$ cat config.mk
export PLATFORM = sky130hd
export DESIGN_NAME = aix_result_words
export DESIGN_NICKNAME = d
export VERILOG_FILES = /design/src/design/aix_chan_fmt.v /design/src/design/aix_result_words.v
export VERILOG_INCLUDE_DIRS = /design/src /design/src/design
export SDC_FILE = /design/constraint.sdc
export NUM_CORES = 1
export LEC_CHECK = 0
export BUFFER_PORTS_ARGS = -buffer_cell sky130_fd_sc_hd__buf_2
export CORE_ASPECT_RATIO = 1.4
export CORE_MARGIN = 1.5
export CORE_UTILIZATION = 60
export DETAILED_ROUTE_END_ITERATION = 6
export HOLD_SLACK_MARGIN = 0.05
export PLACE_DENSITY = 0.83
export REMOVE_ABC_BUFFERS = 1
export SLEW_MARGIN = 40
export SYNTH_ARGS = -nofsm -noshare
export SYNTH_HDL_FRONTEND = slang
export SYNTH_SLANG_ARGS = --single-unit
$ cat constraint.sdc
create_clock -name pclk -period 7.3 [get_ports pclk]
set_input_delay 0.365 -clock pclk [delete_from_list [all_inputs] [get_ports pclk]]
set_output_delay 0.365 -clock pclk [all_outputs]
set_load 0.02 [all_outputs]
$ cat src/design/aix_consts.vh
// Constants for the analog input result word block
`ifndef AIX_CONSTS_VH
`define AIX_CONSTS_VH

// Register indices; byte address is four times the index
`define AIX_IDX_CH0_RESULT 6'h00
`define AIX_IDX_CH1_RESULT 6'h01
`define AIX_IDX_CH2_RESULT 6'h02
`define AIX_IDX_CH3_RESULT 6'h03
`define AIX_IDX_FAULT_SUMMARY 6'h04
`define AIX_IDX_RANGE_FLAGS 6'h05
`define AIX_IDX_RESERVED_WORD 6'h06
`define AIX_IDX_CH0_CONFIG 6'h08
`define AIX_IDX_CH3_CONFIG 6'h0b
`define AIX_IDX_CONTROL 6'h0c
`define AIX_IDX_STATUS 6'h0d
`define AIX_IDX_IRQ_STATUS 6'h0e
`define AIX_IDX_IRQ_MASK 6'h0f

// Channel configuration word fields
`define AIX_CFG_FMT_MSB 14
`define AIX_CFG_FMT_LSB 12
`define AIX_CFG_RNG_MSB 11
`define AIX_CFG_RNG_LSB 8
`define AIX_CFG_RESET 16'h0000

// Data format and type/range codes
`define AIX_FMT_RAW 3'h0
`define AIX_FMT_PID 3'h2
`define AIX_RNG_VOLT 4'h0
`define AIX_RNG_CURR 4'h3

// Full-range limits in converter counts, two's complement
`define AIX_VOLT_LO 16'hc000
`define AIX_VOLT_HI 16'h3fff
`define AIX_CURR_LO 16'h4000
`define AIX_CURR_HI 16'h7fff

// Control, status and interrupt bit positions
`define AIX_CTRL_RUN 0
`define AIX_STAT_RUNNING 0
`define AIX_STAT_CFG_ERR 1
`define AIX_STAT_HW_ERR 2
`define AIX_STAT_CH_BAD_LSB 4
`define AIX_IRQ_CFG_ERR 0
`define AIX_IRQ_HW_ERR 1
`define AIX_IRQ_CH_LSB 2
`define AIX_IRQ_WIDTH 6

`endif

$ cat src/design/aix_chan_fmt.v
// One channel: range check, clamp and result word formatting
`timescale 1ns/1ps
`default_nettype none
`include "aix_consts.vh"

module aix_chan_fmt (
    // Clock and reset
    input wire pclk,
    input wire presetn,
    input wire ce,
    // Control
    input wire running,
    input wire [2:0] fmt,
    input wire [3:0] rng,
    // Converter sample
    input wire [15:0] sample,
    input wire sample_valid,
    // Result
    output reg [15:0] result_reg,
    output reg over_range_flag,
    output reg under_range_flag
);

    reg signed [15:0] lo;
    reg signed [15:0] hi;
    reg signed [15:0] clamped;
    reg [16:0] offset;
    reg [15:0] result_next;
    wire signed [15:0] s;
    wire is_over;
    wire is_under;

    assign s = sample;

    always @* begin
        if (rng == `AIX_RNG_CURR) begin
            lo = `AIX_CURR_LO;
            hi = `AIX_CURR_HI;
        end else begin
            lo = `AIX_VOLT_LO;
            hi = `AIX_VOLT_HI;
        end
    end

    assign is_over = s > hi;
    assign is_under = s < lo;

    // Out of range keeps converting at the full-range limit
    always @* begin
        if (is_over) begin
            clamped = hi;
        end else if (is_under) begin
            clamped = lo;
        end else begin
            clamped = s;
        end
        offset = {clamped[15], clamped} - {lo[15], lo};
        if (fmt == `AIX_FMT_PID) begin
            // PID scaling spans 0 to 16383; sign stays clear
            if (rng == `AIX_RNG_CURR) begin
                result_next = offset[15:0];
            end else begin
                result_next = offset[16:1];
            end
        end else begin
            result_next = clamped;
        end
    end

    // Flags follow each sample, so they clear once the input is back
    always @(posedge pclk or negedge presetn) begin
        if (!presetn) begin
            result_reg <= 16'h0000;
            over_range_flag <= 1'b0;
            under_range_flag <= 1'b0;
        end else if (ce) begin
            if (!running) begin
                over_range_flag <= 1'b0;
                under_range_flag <= 1'b0;
            end else if (sample_valid) begin
                result_reg <= result_next;
                over_range_flag <= is_over;
                under_range_flag <= is_under;
            end
        end
    end

endmodule
`default_nettype wire

$ cat src/design/aix_result_words.v
// Analog input result words with APB register access
//
// Design decision made here: the APB register port.
`timescale 1ns/1ps
`default_nettype none
`include "aix_consts.vh"

module aix_result_words #(
    parameter NCH = 4
) (
    // Clock, reset, enable
    input wire pclk,
    input wire presetn,
    input wire ce,
    // APB slave
    input wire psel,
    input wire penable,
    input wire pwrite,
    input wire [7:0] paddr,
    input wire [31:0] pwdata,
    output wire pready,
    output reg [31:0] prdata,
    output wire pslverr,
    // Converter front end, channel n in bits 16n+15 to 16n
    input wire [16*NCH-1:0] ch_sample,
    input wire [NCH-1:0] ch_sample_valid,
    // Module hardware error from outside logic
    input wire hw_error,
    // Run state and interrupt
    output wire running,
    output wire irq
);

    // Host side configuration, written at any time
    reg [15:0] cfg_reg [0:NCH-1];
    // Configuration in effect, captured on entry into run
    reg [2:0] act_fmt_reg [0:NCH-1];
    reg [3:0] act_rng_reg [0:NCH-1];
    reg run_req_reg;
    reg running_reg;
    reg cfg_err_reg;
    reg [NCH-1:0] ch_bad_reg;
    reg hw_meta_reg;
    reg hw_sync_reg;
    reg hw_prev_reg;
    reg [`AIX_IRQ_WIDTH-1:0] irq_stat_reg;
    reg [`AIX_IRQ_WIDTH-1:0] irq_mask_reg;
    reg [`AIX_IRQ_WIDTH-1:0] irq_event;
    reg [NCH-1:0] fault_prev_reg;
    reg err_reg;
    reg [31:0] rd_next;
    reg err_next;
    reg [NCH-1:0] cfg_bad;

    wire [16*NCH-1:0] results;
    wire [NCH-1:0] over;
    wire [NCH-1:0] under;
    wire [NCH-1:0] ch_fault;
    wire [15:0] fault_word;
    wire [15:0] flag_word;
    wire [5:0] idx;
    wire setup;
    wire wr_access;
    wire go_run;

    integer i;
    genvar g;

    assign idx = paddr[7:2];
    assign setup = psel & ~penable;
    assign wr_access = psel & penable & pwrite & ce;
    // Zero wait: read data was captured in the setup cycle
    assign pready = 1'b1;
    assign pslverr = psel & penable & err_reg;

    // Format and range code checks
    always @* begin
        for (i = 0; i < NCH; i = i + 1) begin
            cfg_bad[i] = 1'b0;
            if (cfg_reg[i][`AIX_CFG_FMT_MSB:`AIX_CFG_FMT_LSB] != `AIX_FMT_RAW
                && cfg_reg[i][`AIX_CFG_FMT_MSB:`AIX_CFG_FMT_LSB]
                != `AIX_FMT_PID) begin
                cfg_bad[i] = 1'b1;
            end
            if (cfg_reg[i][`AIX_CFG_RNG_MSB:`AIX_CFG_RNG_LSB] != `AIX_RNG_VOLT
                && cfg_reg[i][`AIX_CFG_RNG_MSB:`AIX_CFG_RNG_LSB]
                != `AIX_RNG_CURR) begin
                cfg_bad[i] = 1'b1;
            end
        end
    end

    assign go_run = run_req_reg & ~running_reg & ~cfg_err_reg;

    // Hardware error crosses in from another part of the module
    always @(posedge pclk or negedge presetn) begin
        if (!presetn) begin
            hw_meta_reg <= 1'b0;
            hw_sync_reg <= 1'b0;
            hw_prev_reg <= 1'b0;
        end else if (ce) begin
            hw_meta_reg <= hw_error;
            hw_sync_reg <= hw_meta_reg;
            hw_prev_reg <= hw_sync_reg;
        end
    end

    // Configuration and control writes
    always @(posedge pclk or negedge presetn) begin
        if (!presetn) begin
            for (i = 0; i < NCH; i = i + 1) begin
                cfg_reg[i] <= `AIX_CFG_RESET;
            end
            run_req_reg <= 1'b0;
            irq_mask_reg <= {`AIX_IRQ_WIDTH{1'b0}};
        end else if (wr_access) begin
            if (idx >= `AIX_IDX_CH0_CONFIG && idx <= `AIX_IDX_CH3_CONFIG) begin
                cfg_reg[idx[1:0]] <= pwdata[15:0];
            end else if (idx == `AIX_IDX_CONTROL) begin
                run_req_reg <= pwdata[`AIX_CTRL_RUN];
            end else if (idx == `AIX_IDX_IRQ_MASK) begin
                irq_mask_reg <= pwdata[`AIX_IRQ_WIDTH-1:0];
            end
        end
    end

    // Run state; a rejected configuration keeps the module out of run
    always @(posedge pclk or negedge presetn) begin
        if (!presetn) begin
            running_reg <= 1'b0;
            cfg_err_reg <= 1'b0;
            ch_bad_reg <= {NCH{1'b0}};
            for (i = 0; i < NCH; i = i + 1) begin
                act_fmt_reg[i] <= `AIX_FMT_RAW;
                act_rng_reg[i] <= `AIX_RNG_VOLT;
            end
        end else if (ce) begin
            if (!run_req_reg) begin
                running_reg <= 1'b0;
                cfg_err_reg <= 1'b0;
            end else if (go_run) begin
                ch_bad_reg <= cfg_bad;
                if (|cfg_bad) begin
                    cfg_err_reg <= 1'b1;
                end else begin
                    running_reg <= 1'b1;
                    for (i = 0; i < NCH; i = i + 1) begin
                        act_fmt_reg[i] <=
                            cfg_reg[i][`AIX_CFG_FMT_MSB:`AIX_CFG_FMT_LSB];
                        act_rng_reg[i] <=
                            cfg_reg[i][`AIX_CFG_RNG_MSB:`AIX_CFG_RNG_LSB];
                    end
                end
            end
        end
    end

    assign running = running_reg;

    generate
        for (g = 0; g < NCH; g = g + 1) begin : ch
            aix_chan_fmt u_fmt (
                .pclk(pclk),
                .presetn(presetn),
                .ce(ce),
                .running(running_reg),
                .fmt(act_fmt_reg[g]),
                .rng(act_rng_reg[g]),
                .sample(ch_sample[16*g+15:16*g]),
                .sample_valid(ch_sample_valid[g]),
                .result_reg(results[16*g+15:16*g]),
                .over_range_flag(over[g]),
                .under_range_flag(under[g])
            );
            assign ch_fault[g] = over[g] | under[g] | hw_sync_reg;
            assign flag_word[15-2*g] = under[g];
            assign flag_word[14-2*g] = over[g];
        end
    endgenerate

    assign fault_word = {{(16-NCH){1'b0}}, ch_fault};
    assign flag_word[7:0] = 8'h00;

    // Interrupt events: config reject, hardware error, new channel fault
    always @* begin
        irq_event = {`AIX_IRQ_WIDTH{1'b0}};
        irq_event[`AIX_IRQ_CFG_ERR] = go_run & (|cfg_bad);
        irq_event[`AIX_IRQ_HW_ERR] = hw_sync_reg & ~hw_prev_reg;
        for (i = 0; i < NCH; i = i + 1) begin
            irq_event[`AIX_IRQ_CH_LSB+i] = (over[i] | under[i])
                & ~fault_prev_reg[i];
        end
    end

    // Sticky status, write one to clear; a new event beats the clear
    always @(posedge pclk or negedge presetn) begin
        if (!presetn) begin
            irq_stat_reg <= {`AIX_IRQ_WIDTH{1'b0}};
            fault_prev_reg <= {NCH{1'b0}};
        end else if (ce) begin
            fault_prev_reg <= over | under;
            if (psel & penable & pwrite & (idx == `AIX_IDX_IRQ_STATUS)) begin
                irq_stat_reg <= (irq_stat_reg
                    & ~pwdata[`AIX_IRQ_WIDTH-1:0]) | irq_event;
            end else begin
                irq_stat_reg <= irq_stat_reg | irq_event;
            end
        end
    end

    assign irq = |(irq_stat_reg & irq_mask_reg);

    // Read decode
    always @* begin
        rd_next = 32'h00000000;
        err_next = 1'b0;
        if (idx <= `AIX_IDX_CH3_RESULT) begin
            rd_next[15:0] = results[16*idx[1:0] +: 16];
        end else if (idx == `AIX_IDX_FAULT_SUMMARY) begin
            rd_next[15:0] = fault_word;
        end else if (idx == `AIX_IDX_RANGE_FLAGS) begin
            rd_next[15:0] = flag_word;
        end else if (idx == `AIX_IDX_RESERVED_WORD) begin
            rd_next = 32'h00000000;
        end else if (idx >= `AIX_IDX_CH0_CONFIG
            && idx <= `AIX_IDX_CH3_CONFIG) begin
            rd_next[15:0] = cfg_reg[idx[1:0]];
        end else if (idx == `AIX_IDX_CONTROL) begin
            rd_next[`AIX_CTRL_RUN] = run_req_reg;
        end else if (idx == `AIX_IDX_STATUS) begin
            rd_next[`AIX_STAT_RUNNING] = running_reg;
            rd_next[`AIX_STAT_CFG_ERR] = cfg_err_reg;
            rd_next[`AIX_STAT_HW_ERR] = hw_sync_reg;
            rd_next[`AIX_STAT_CH_BAD_LSB+NCH-1:`AIX_STAT_CH_BAD_LSB] =
                ch_bad_reg;
        end else if (idx == `AIX_IDX_IRQ_STATUS) begin
            rd_next[`AIX_IRQ_WIDTH-1:0] = irq_stat_reg;
        end else if (idx == `AIX_IDX_IRQ_MASK) begin
            rd_next[`AIX_IRQ_WIDTH-1:0] = irq_mask_reg;
        end else begin
            err_next = 1'b1;
        end
    end

    // Capture in setup so prdata comes from a flop with no wait state
    always @(posedge pclk or negedge presetn) begin
        if (!presetn) begin
            prdata <= 32'h00000000;
            err_reg <= 1'b0;
        end else if (ce & setup) begin
            prdata <= pwrite ? 32'h00000000 : rd_next;
            err_reg <= err_next;
        end
    end

endmodule
`default_nettype wire

==> run_results.csv, run 1 <==
group,metric,value,unit
outcome,outcome,"finished, final reports clean",
timing,min_period_over_period,0.5544,
critical_path,cp_common_cell,"fa_1",
timing,finalSetupViolations,0,
cts,clkTransAtPathRegs,0.06,ns
critical_path,crit_family,"adder cells",
die,die_x,119.5,um
critical_path,crit_slowest_cell,"fa_1",
synth,synthSimpleGateAreaFrac,0.1422,
drt,detail_route.vias_per_cell,6.593,
drt,detail_route.wl_per_cell,21.98,um
critical_path,cp_max_fo,21,
final_layout,multi_input_area,5763,um^2
cts,cts_tree,"built",
cts,h-tree-depth,1,
die,die_h,166.1,um
synth,yosys.area.top_type,"dfrtp_1",
final_layout,final-seq-area,5180,um^2
grt,grt_max_degree,138,
cts,root_buffer,"clkbuf_16",
synth,synthMuxAreaShare,0.1567,
critical_path,cp.arrival,4.45,ns
job,maxCapViolCount,0,
synth,syn_area,11400,um^2
timing,hold_violations,0,
cts,clock-sinks,207,
grt,grt_pass1_vias,9028,
timing,final_max_slew_viol_count,0,
timing,fin_crit,4.047,ns
grt,antenna_found_initial,0,
cts,clk_latency,0.49,ns
synth,yosys.cell_count.top_type,"dfrtp_1",
timing,fin_worst_skew,0.008633,ns
grt,grt_use_total,0.3116,
cts,cts_made_buffers,19,
synth,synthFlopType,"dfrtp_1",
critical_path,crit_required,7.71,ns
die,die-area,19850,um^2
critical_path,critPathBufInv,1,
synth,synthDistinctLibCells,66,
pwr,p_leak,5.957,nW
critical_path,crit_path_start_kind,"register",
drt,dr.pass1.iters,5,
place,place_hpwl,21.10,mm
synth,ys_seq_area_frac,0.4542,
die,io_pins,151,
synth,async_flop_share,1.000,
final_layout,syn_to_final_growth,10.73,%
pwr,ir_drop,0.1548,mV
synth,synth-compound-area-share,0.1662,
place,port_buffers,115,
critical_path,critical_path_class,"reg2reg",
synth,syn_inst,1062,
timing,hold_ws,0.1141,ns
drt,drt-initial-drc-count,1014,
final_layout,drive_gt1_frac,0.2639,
final_layout,fin_nets,1258,
critical_path,crit_chain,"nand4bb_2, inv_1, fa_1, nor2_1, nand2_1, o21ai_0, fa_1, o31ai_1, a41oi_1, a31oi_1",
die,start_util,0.6130,
synth,synthAdderAreaFrac,0.02546,
die,coreArea,18600,um^2
die,fp-row-count,59,
grt,grt_pass1_wl,48.54,mm
synth,synth_top_family_by_area,"compound AO/OA/AOI/OAI gates",
critical_path,cp-end-kind,"register",
drt,ant_nets,0,
timing,max-slew-margin-rel,0.4362,
timing,fin_setup_tns,0,ns
cts,cts_setup_buffers,0,
timing,rsz0062_at_grt,"false",
place,gp_congestion,0.8836,
synth,synthTopCellsByArea,"dfrtp_1, mux2_2, mux4_2, a21o_1, a31oi_1",
synth,syn_avg_cell_area,10.74,um^2
critical_path,slowest_delay,0.77,ns
drt,drc,0,
hold_path,hp-class,"in2reg",
synth,synthXorXnorAreaFrac,0.003072,
drt,vias,9112,
pwr,p_per_area,201.1,nW/um^2
synth,yosys.area.top_type_share,0.4542,
cts,clk_path_buf_depth,3,
final_layout,fillCellCount,1392,
synth,synth_edf_count,0,
grt,overflow,0,
final_layout,utilization,0.6788,
synth,yosysWarnings,0,
timing,worstMarginPinSlew,0.8421,ns
synth,ys_top_cells_by_count,"dfrtp_1, nor2_1, mux2_2",
synth,ys_ff_latch,207,
drt,wl,30.38,mm
timing,max_freq,247.1,MHz
## kinds of logic (layout without fill, tap and decap cells)
| group | Yosys count | count (layout) |
|---|---|---|
| AO/OA/AOI/OAI | 280 | 280 |
| multiplexers | 126 | 126 |
| XOR/XNOR | 4 | 4 |
| other | 2 | 18 |
| adder cells (fa/ha/maj) | 16 | 16 |
| AND/OR/NAND/NOR | 309 | 309 |
| buffers and inverters | 118 | 178 |
| flip-flops | 207 | 207 |
## per-layer routing
metal / vias up / part of all wire / track usage
met5: - / 0 / 0
met1: 4511 / 0.37 / 0.3959
met3: 116 / 0.072 / 0.04018
met4: 0 / 0.065 / 0.1781
met2: 471 / 0.50 / 0.5152
li1: 4014 / - / -
## report_power, final
part	leakage [nW]	internal [W]	switching [W]	total [W]
clock network	0.293	0.000553	0.000422	0.000975
registers	2.84	0.00121	0.0000506	0.00126
logic	2.82	0.000129	0.000179	0.000308
## layout by cell type (no fill, tap or decap), types with 12 or more instances in the layout
| master | count |
|---|---|
| conb_1 | 17 |
| nand2_1 | 50 |
| a21oi_1 | 20 |
| a22o_1 | 13 |
| nor2b_1 | 23 |
| o21ai_0 | 69 |
| a22oi_1 | 14 |
| buf_2 | 114 |
| nand3_1 | 70 |
| fa_1 | 12 |
| inv_1 | 16 |
| nor2_1 | 95 |
| dfrtp_1 | 207 |
| mux2_2 | 79 |
| clkbuf_16 | 20 |
| a21o_1 | 57 |
| nand4_1 | 12 |
| a31oi_1 | 66 |
| mux4_2 | 33 |
## layout make-up
type                            instances  area share
Antenna cell                            1   0.0001982
Clock buffer                           27     0.04320
Clock inverter                          4    0.003567
Inverter                               17    0.005054
Multi-Input combinational cell        752      0.4564
Sequential cell                       207      0.4102
Tap cell                              244     0.02418
Timing Repair Buffer                  130     0.05717
## worst reg2reg max path: cells and delay by family, from the launching register on
kind                     cells  cell delay, ns
buffers and inverters        1            0.68
adder cells (fa/ha/maj)      2            1.31
AND/OR/NAND/NOR              3            0.90
AO/OA/AOI/OAI                4            0.71
flip-flops                   1            0.37
## metrics by stage
| step | area, um^2 | std cells | worst slack (ns) | total power [W] |
|---|---|---|---|---|
| 2_1_floorplan | 10940 | 976 | 3.184 | 0.001425 |
| 3_3_place_gp | 11930 | 1347 | 3.033 | 0.001563 |
| 3_5_place_dp | 12000 | 1348 | 3.078 | 0.001577 |
| 4_1_cts | 12600 | 1380 | 3.039 | 0.002543 |
| 5_1_grt | 12620 | 1381 | 2.919 | 0.002625 |
| 6_report | 12630 | 1382 | 3.253 | 0.002539 |
## final timing paths
kind / startpoint / endpoint / slack [ns] / cells after the start
max in group asynchronous: presetn / ch[3].u_fmt.result_reg[12] / 5.68 / 3
hold / removal: hw_error / hw_meta_reg / 0.11 / 2
hold reg to reg: hw_prev_reg / irq_stat_reg[1] / 0.45 / 1
min in group asynchronous: presetn / cfg_reg[49] / 0.48 / 2
setup reg to reg: act_rng_reg[10] / ch[1].u_fmt.result_reg[14] / 3.25 / 10
setup / recovery: act_rng_reg[10] / ch[1].u_fmt.result_reg[14] / 3.25 / 10
## repair_timing
item,4_1_cts,5_1_grt
endpoints found under the hold margin,136,0
hold buffers,1,0
resized for setup,0,0
Power figures use the tool's default switching activity.
==> run 2: changes to the inputs <==
--- a/config.mk
+++ b/config.mk
@@ -9,10 +9,10 @@
 export BUFFER_PORTS_ARGS = -buffer_cell sky130_fd_sc_hd__buf_2
 export CORE_ASPECT_RATIO = 1.4
 export CORE_MARGIN = 1.5
-export CORE_UTILIZATION = 60
+export CORE_UTILIZATION = 59
 export DETAILED_ROUTE_END_ITERATION = 6
 export HOLD_SLACK_MARGIN = 0.05
-export PLACE_DENSITY = 0.83
+export PLACE_DENSITY = 0.81
 export REMOVE_ABC_BUFFERS = 1
 export SLEW_MARGIN = 40
 export SYNTH_ARGS = -nofsm -noshare
==> constraint.sdc (replaced) <==
create_clock -name pclk -period 3.8 [get_ports pclk]
set_input_delay 0.19 -clock pclk [delete_from_list [all_inputs] [get_ports pclk]]
set_output_delay 0.19 -clock pclk [all_outputs]
set_load 0.02 [all_outputs]
==> run_results.csv, run 2 (synthesis results as in run 1) <==
group,metric,value,unit
cts,cts_setup_buffers,0,
pwr,p_per_area,394.7,nW/um^2
critical_path,r2r_slack,0.50,ns
grt,grtUsageMet1,0.3984,
pwr,ir_drop,0.3023,mV
grt,gr-usage-met2,0.5158,
drt,dr.pass1.iters,5,
drt,detail_route.wl_per_cell,21.77,um
drt,wl,31.13,mm
place,place_hpwl,22.26,mm
grt,top_usage_layer,"met2",
die,start_util,0.5980,
cts,clk_path_buf_depth,3,
pwr,p_leak,6.191,nW
critical_path,r2r_start,"act_rng_reg[6]",
timing,setup_slack,0.5018,ns
final_layout,syn_to_final_growth,14.49,%
timing,final_max_slew_viol_count,0,
die,fp-row-count,60,
die,io_pins,151,
final_layout,layout_commonest_cell,"dfrtp_1",
critical_path,crit_required,4.21,ns
timing,hold_ws,0.08802,ns
grt,overflow,0,
final_layout,mostFrequentLayoutCells,"dfrtp_1, buf_2, nor2_1",
cts,cts_resized,0,
timing,finalSetupViolations,0,
final_layout,antenna_cells,0,
critical_path,cp.arrival,3.71,ns
cts,clk_latency,0.49,ns
drt,drt-initial-drc-count,942,
die,die-area,20180,um^2
cts,clkTransAtPathRegs,0.06,ns
critical_path,cp_max_fo,18,
grt,grt_pass1_vias,8997,
pwr,p_total,0.005153,W
drt,drc,0,
cts,cts_made_buffers,20,
critical_path,critical_path_class,"reg2reg",
grt,grt_max_degree,122,
final_layout,fin_nets,1300,
die,die_x,120.5,um
timing,min_period_over_period,0.8679,
timing,fin_crit,3.298,ns
place,port_buffers,115,
cts,cts_tree,"built",
grt,grt_pass1_wl,49.02,mm
timing,max_freq,303.2,MHz
die,coreArea,19070,um^2
hold_path,hp-class,"in2reg",
critical_path,crit_path_start_kind,"register",
job,maxCapViolCount,0,
critical_path,cp-startpoint,"act_rng_reg[6]",
drt,ant_nets,0,
grt,grt_use_total,0.3097,
cts,h-tree-depth,1,
critical_path,worstSetupEndpoint,"ch[2].u_fmt.result_reg[14]",
drt,detail_route.vias_per_cell,6.468,
grt,antenna_found_initial,0,
timing,rsz0062_at_grt,"false",
final_layout,drive_gt1_frac,0.2665,
outcome,outcome,"finished, final reports clean",
cts,clock-sinks,207,
grt,gr-usage-met3,0.03610,
final_layout,fin_cells,1430,
die,die_h,167.5,um
timing,fin_setup_tns,0,ns
timing,fin_worst_skew,0.006530,ns
cts,root_buffer,"clkbuf_16",
place,gp_congestion,0.9419,
critical_path,r2r_cells,10,
timing,worstMarginPinSlew,0.7651,ns
drt,vias,9249,
critical_path,cp-end-kind,"register",
critical_path,r2r_end,"ch[2].u_fmt.result_reg[14]",
timing,hold_violations,0,
timing,max-slew-margin-rel,0.4894,
place,pre_cts_slack,0.5468,ns
place,dp.cells,1373,
## run 2: cell types whose count changed in the layout (fill, tap and decap cells not counted), moves of 3 or more
| cell | change |
|---|---|
| nand4bb_2 | -3 |
| buf_6 | -3 |
| and3_2 | -4 |
| nand4bb_1 | +3 |
| dlygate4sd3_1 | +21 |
| and3_1 | +4 |
| buf_4 | +23 |
## run 2: how the worst min path moves through the flow
stage                                  start                           to  slack [ns]  cells after the start
after global placement               presetn                  cfg_reg[59]        0.40                      1
after CTS                 ch_sample_valid[3]  ch[3].u_fmt.over_range_flag        0.08                      3
final                          ch_sample[52]    ch[3].u_fmt.result_reg[3]        0.09                      4
after global routing           ch_sample[19]    ch[1].u_fmt.result_reg[2]        0.09                      4
after floorplan                      presetn               act_fmt_reg[0]       -0.11                      0
after detailed placement             presetn                  cfg_reg[60]        0.23                      1
## run 2: final cells by class
type	instances	area, um^2
Timing Repair Buffer	171	1071
Sequential cell	207	5180
Tap cell	248	310.3
Clock inverter	5	100.1
Clock buffer	30	599.3
Fill cell	1440	6012
Multi-Input combinational cell	752	5732
Inverter	17	63.81
## run 2: layer usage
layer  part of all wire  wire length [um]
met5                  0                 0
met4              0.059              1832
met3              0.061              1907
met2               0.50             15500
met1               0.38             11890
## run 2: per-stage QoR
stage | instance area [um^2] | util
6_report | 13060 | 0.6847
5_1_grt | 13060 | 0.6847
4_1_cts | 13060 | 0.6846
3_5_place_dp | 12140 | 0.6364
3_3_place_gp | 12100 | 0.6346
2_1_floorplan | 10940 | -
## run 2: power by group
group,total [W],internal (W),leakage [nW],switching [W]
Combinational,0.000619,0.000265,3.01,0.000354
Clock,0.00212,0.00129,0.344,0.000825
Sequential,0.00242,0.00232,2.84,0.000100
Total,0.00515,0.00387,6.19,0.00128
## run 2: critical path: stages, from the launching register on
cell and delay (ns):
dfrtp_1 0.38, nand4bb_1 0.46, clkinv_1 0.19, fa_1 0.66, nor2_1 0.17, nand2_1 0.10
o21ai_0 0.18, fa_1 0.52, o31ai_1 0.27, a41oi_1 0.07, a31oi_1 0.21
## run 2: repair_timing
item / in CTS / in global routing
setup endpoints to repair: 0 / 0
hold endpoints to repair: 201 / 0
hold buffers: 22 / 0
==> run 3: changes to the inputs <==
--- a/config.mk
+++ b/config.mk
@@ -9,10 +9,10 @@
 export BUFFER_PORTS_ARGS = -buffer_cell sky130_fd_sc_hd__buf_2
 export CORE_ASPECT_RATIO = 1.4
 export CORE_MARGIN = 1.5
-export CORE_UTILIZATION = 59
+export CORE_UTILIZATION = 60
 export DETAILED_ROUTE_END_ITERATION = 6
 export HOLD_SLACK_MARGIN = 0.05
-export PLACE_DENSITY = 0.81
+export PLACE_DENSITY = 0.83
 export REMOVE_ABC_BUFFERS = 1
 export SLEW_MARGIN = 40
 export SYNTH_ARGS = -nofsm -noshare
==> constraint.sdc (replaced) <==
create_clock -name pclk -period 4.2 [get_ports pclk]
set_input_delay 0.21 -clock pclk [delete_from_list [all_inputs] [get_ports pclk]]
set_output_delay 0.21 -clock pclk [all_outputs]
set_load 0.02 [all_outputs]
==> run_results.csv, run 3 (synthesis results as in run 1) <==
group,metric,value,unit
outcome,outcome,"finished, final reports clean",
die,fp-row-count,59,
cts,cts_made_buffers,20,
grt,antenna_found_initial,0,
timing,min_period_over_period,0.8105,
critical_path,cp_max_fo,21,
critical_path,crit_required,4.61,ns
pwr,p_clk_frac,0.378,
die,io_pins,151,
cts,h-tree-depth,1,
critical_path,crit_path_start_kind,"register",
place,gp_congestion,0.9314,
final_layout,antenna_cells,0,
critical_path,slowest_delay,0.69,ns
critical_path,cp.arrival,3.81,ns
grt,grt_max_degree,123,
critical_path,cp-end-kind,"register",
timing,hold_violations,0,
timing,rsz0062_at_grt,"false",
final_layout,layout_commonest_cell,"dfrtp_1",
cts,clock-sinks,207,
die,die_h,166.1,um
cts,root_buffer,"clkbuf_16",
drt,wl,30.69,mm
job,maxCapViolCount,0,
grt,grt_pass1_wl,48.24,mm
die,die_x,119.5,um
timing,fin_worst_skew,0.01743,ns
die,start_util,0.6130,
drt,drt-initial-drc-count,985,
drt,detail_route.vias_per_cell,6.529,
drt,drc,0,
die,coreArea,18600,um^2
timing,final_max_slew_viol_count,0,
pwr,p_per_area,342.2,nW/um^2
timing,worstMarginPinSlew,0.7882,ns
final_layout,mostFrequentLayoutCells,"dfrtp_1, buf_2, nor2_1",
drt,vias,9213,
hold_path,hp-class,"in2reg",
critical_path,crit_chain,"nand4bb_1, buf_4, ha_1, nand4_1, o41ai_2, o21ai_0, fa_1, o31ai_1, a41oi_1, a31oi_1",
pwr,ir_drop,0.2369,mV
final_layout,postLayoutCellArea,12890,um^2
pwr,p_sw_frac,0.2571,
timing,fin_crit,3.404,ns
pwr,comb_power_share,0.126,
drt,ant_nets,0,
critical_path,crit_slowest_cell,"o41ai_2",
timing,fin_setup_tns,0,ns
critical_path,r2r_end,"ch[1].u_fmt.result_reg[14]",
die,die-area,19850,um^2
final_layout,syn_to_final_growth,13.07,%
drt,dr.pass1.iters,5,
cts,clk_latency,0.50,ns
cts,cts_tree,"built",
cts,clkTransAtPathRegs,0.06,ns
final_layout,fin_nets,1289,
drt,detail_route.wl_per_cell,21.75,um
place,place_hpwl,21.30,mm
timing,max_freq,293.7,MHz
pwr,internal-power,0.003278,W
critical_path,cp-startpoint,"act_rng_reg[10]",
pwr,netSwitchingPower,0.001135,W
critical_path,r2r_start,"act_rng_reg[10]",
place,place_area,12090,um^2
grt,grt_use_total,0.3081,
critical_path,critical_path_class,"reg2reg",
place,port_buffers,115,
pwr,seqPwrFrac,0.496,
critical_path,r2r_cells,10,
timing,max-slew-margin-rel,0.4723,
grt,overflow,0,
pwr,p_leak,6.083,nW
timing,finalSetupViolations,0,
critical_path,r2r_slack,0.80,ns
grt,grt_pass1_vias,8955,
cts,cts_setup_buffers,0,
final_layout,drive_gt1_frac,0.2579,
critical_path,worstSetupEndpoint,"ch[1].u_fmt.result_reg[14]",
cts,clk_path_buf_depth,3,
run 3: worst min path at each step:
stage | slack, ns | depth (start not counted) | start | end
after floorplan | -0.09 | 0 | presetn | act_fmt_reg[0]
after global placement | 0.41 | 1 | presetn | cfg_reg[49]
after detailed placement | 0.25 | 1 | presetn | cfg_reg[17]
after CTS | 0.06 | 4 | penable | err_reg
after global routing | 0.11 | 2 | ce | running
final | 0.07 | 4 | penable | err_reg
run 3: what timing repair did:
item / in CTS / in global routing
resized for setup: 0 / 0
hold buffers: 21 / 0
endpoints found under the hold margin: 184 / 0
run 3: per-layer routing:
metal	vias up	GRT usage	share of wire
met3	112	0.03297	0.068
met1	4546	0.4004	0.38
li1	4073	-	-
met5	-	0	0
met2	482	0.5072	0.49
met4	0	0.1698	0.064
run 3: worst max-delay path, delay by kind of cell (launching register included):
kind / cells / cell delay, ns
adder cells (fa/ha/maj): 2 / 0.84
AO/OA/AOI/OAI: 5 / 1.59
buffers and inverters: 1 / 0.23
flip-flops: 1 / 0.37
AND/OR/NAND/NOR: 2 / 0.29
run 3: stage by stage:
stage               std cells  worst slack [ns]  hold slack [ns]  power (W)    util
floorplan                 976           0.08406         -0.08559   0.002476       -
detailed placement       1359            0.8398           0.2540   0.002746  0.6498
global route             1411            0.5452           0.1123   0.004560  0.6931
finish                   1411            0.7957          0.07477   0.004413  0.6931
global placement         1358            0.8867           0.4142   0.002722  0.6465
CTS                      1411            0.8191          0.06132   0.004417  0.6925
run 3: area by class of cell:
class	count	area [um^2]
Sequential cell	207	5180
Timing Repair Buffer	160	1002
Clock buffer	30	579.3
Tap cell	244	305.3
Multi-Input combinational cell	752	5758
Fill cell	1384	5709
Clock inverter	1	5.005
Inverter	17	63.81
run 3: power groups by stage:
stage / Clock, W / Combinational (W) / Sequential [W]
after floorplan: 0 / 0.000299 / 0.00218
after global placement: 0 / 0.000509 / 0.00221
after detailed placement: 0 / 0.000527 / 0.00222
after CTS: 0.00168 / 0.000550 / 0.00218
after global routing: 0.00176 / 0.000609 / 0.00219
final: 0.00167 / 0.000556 / 0.00219
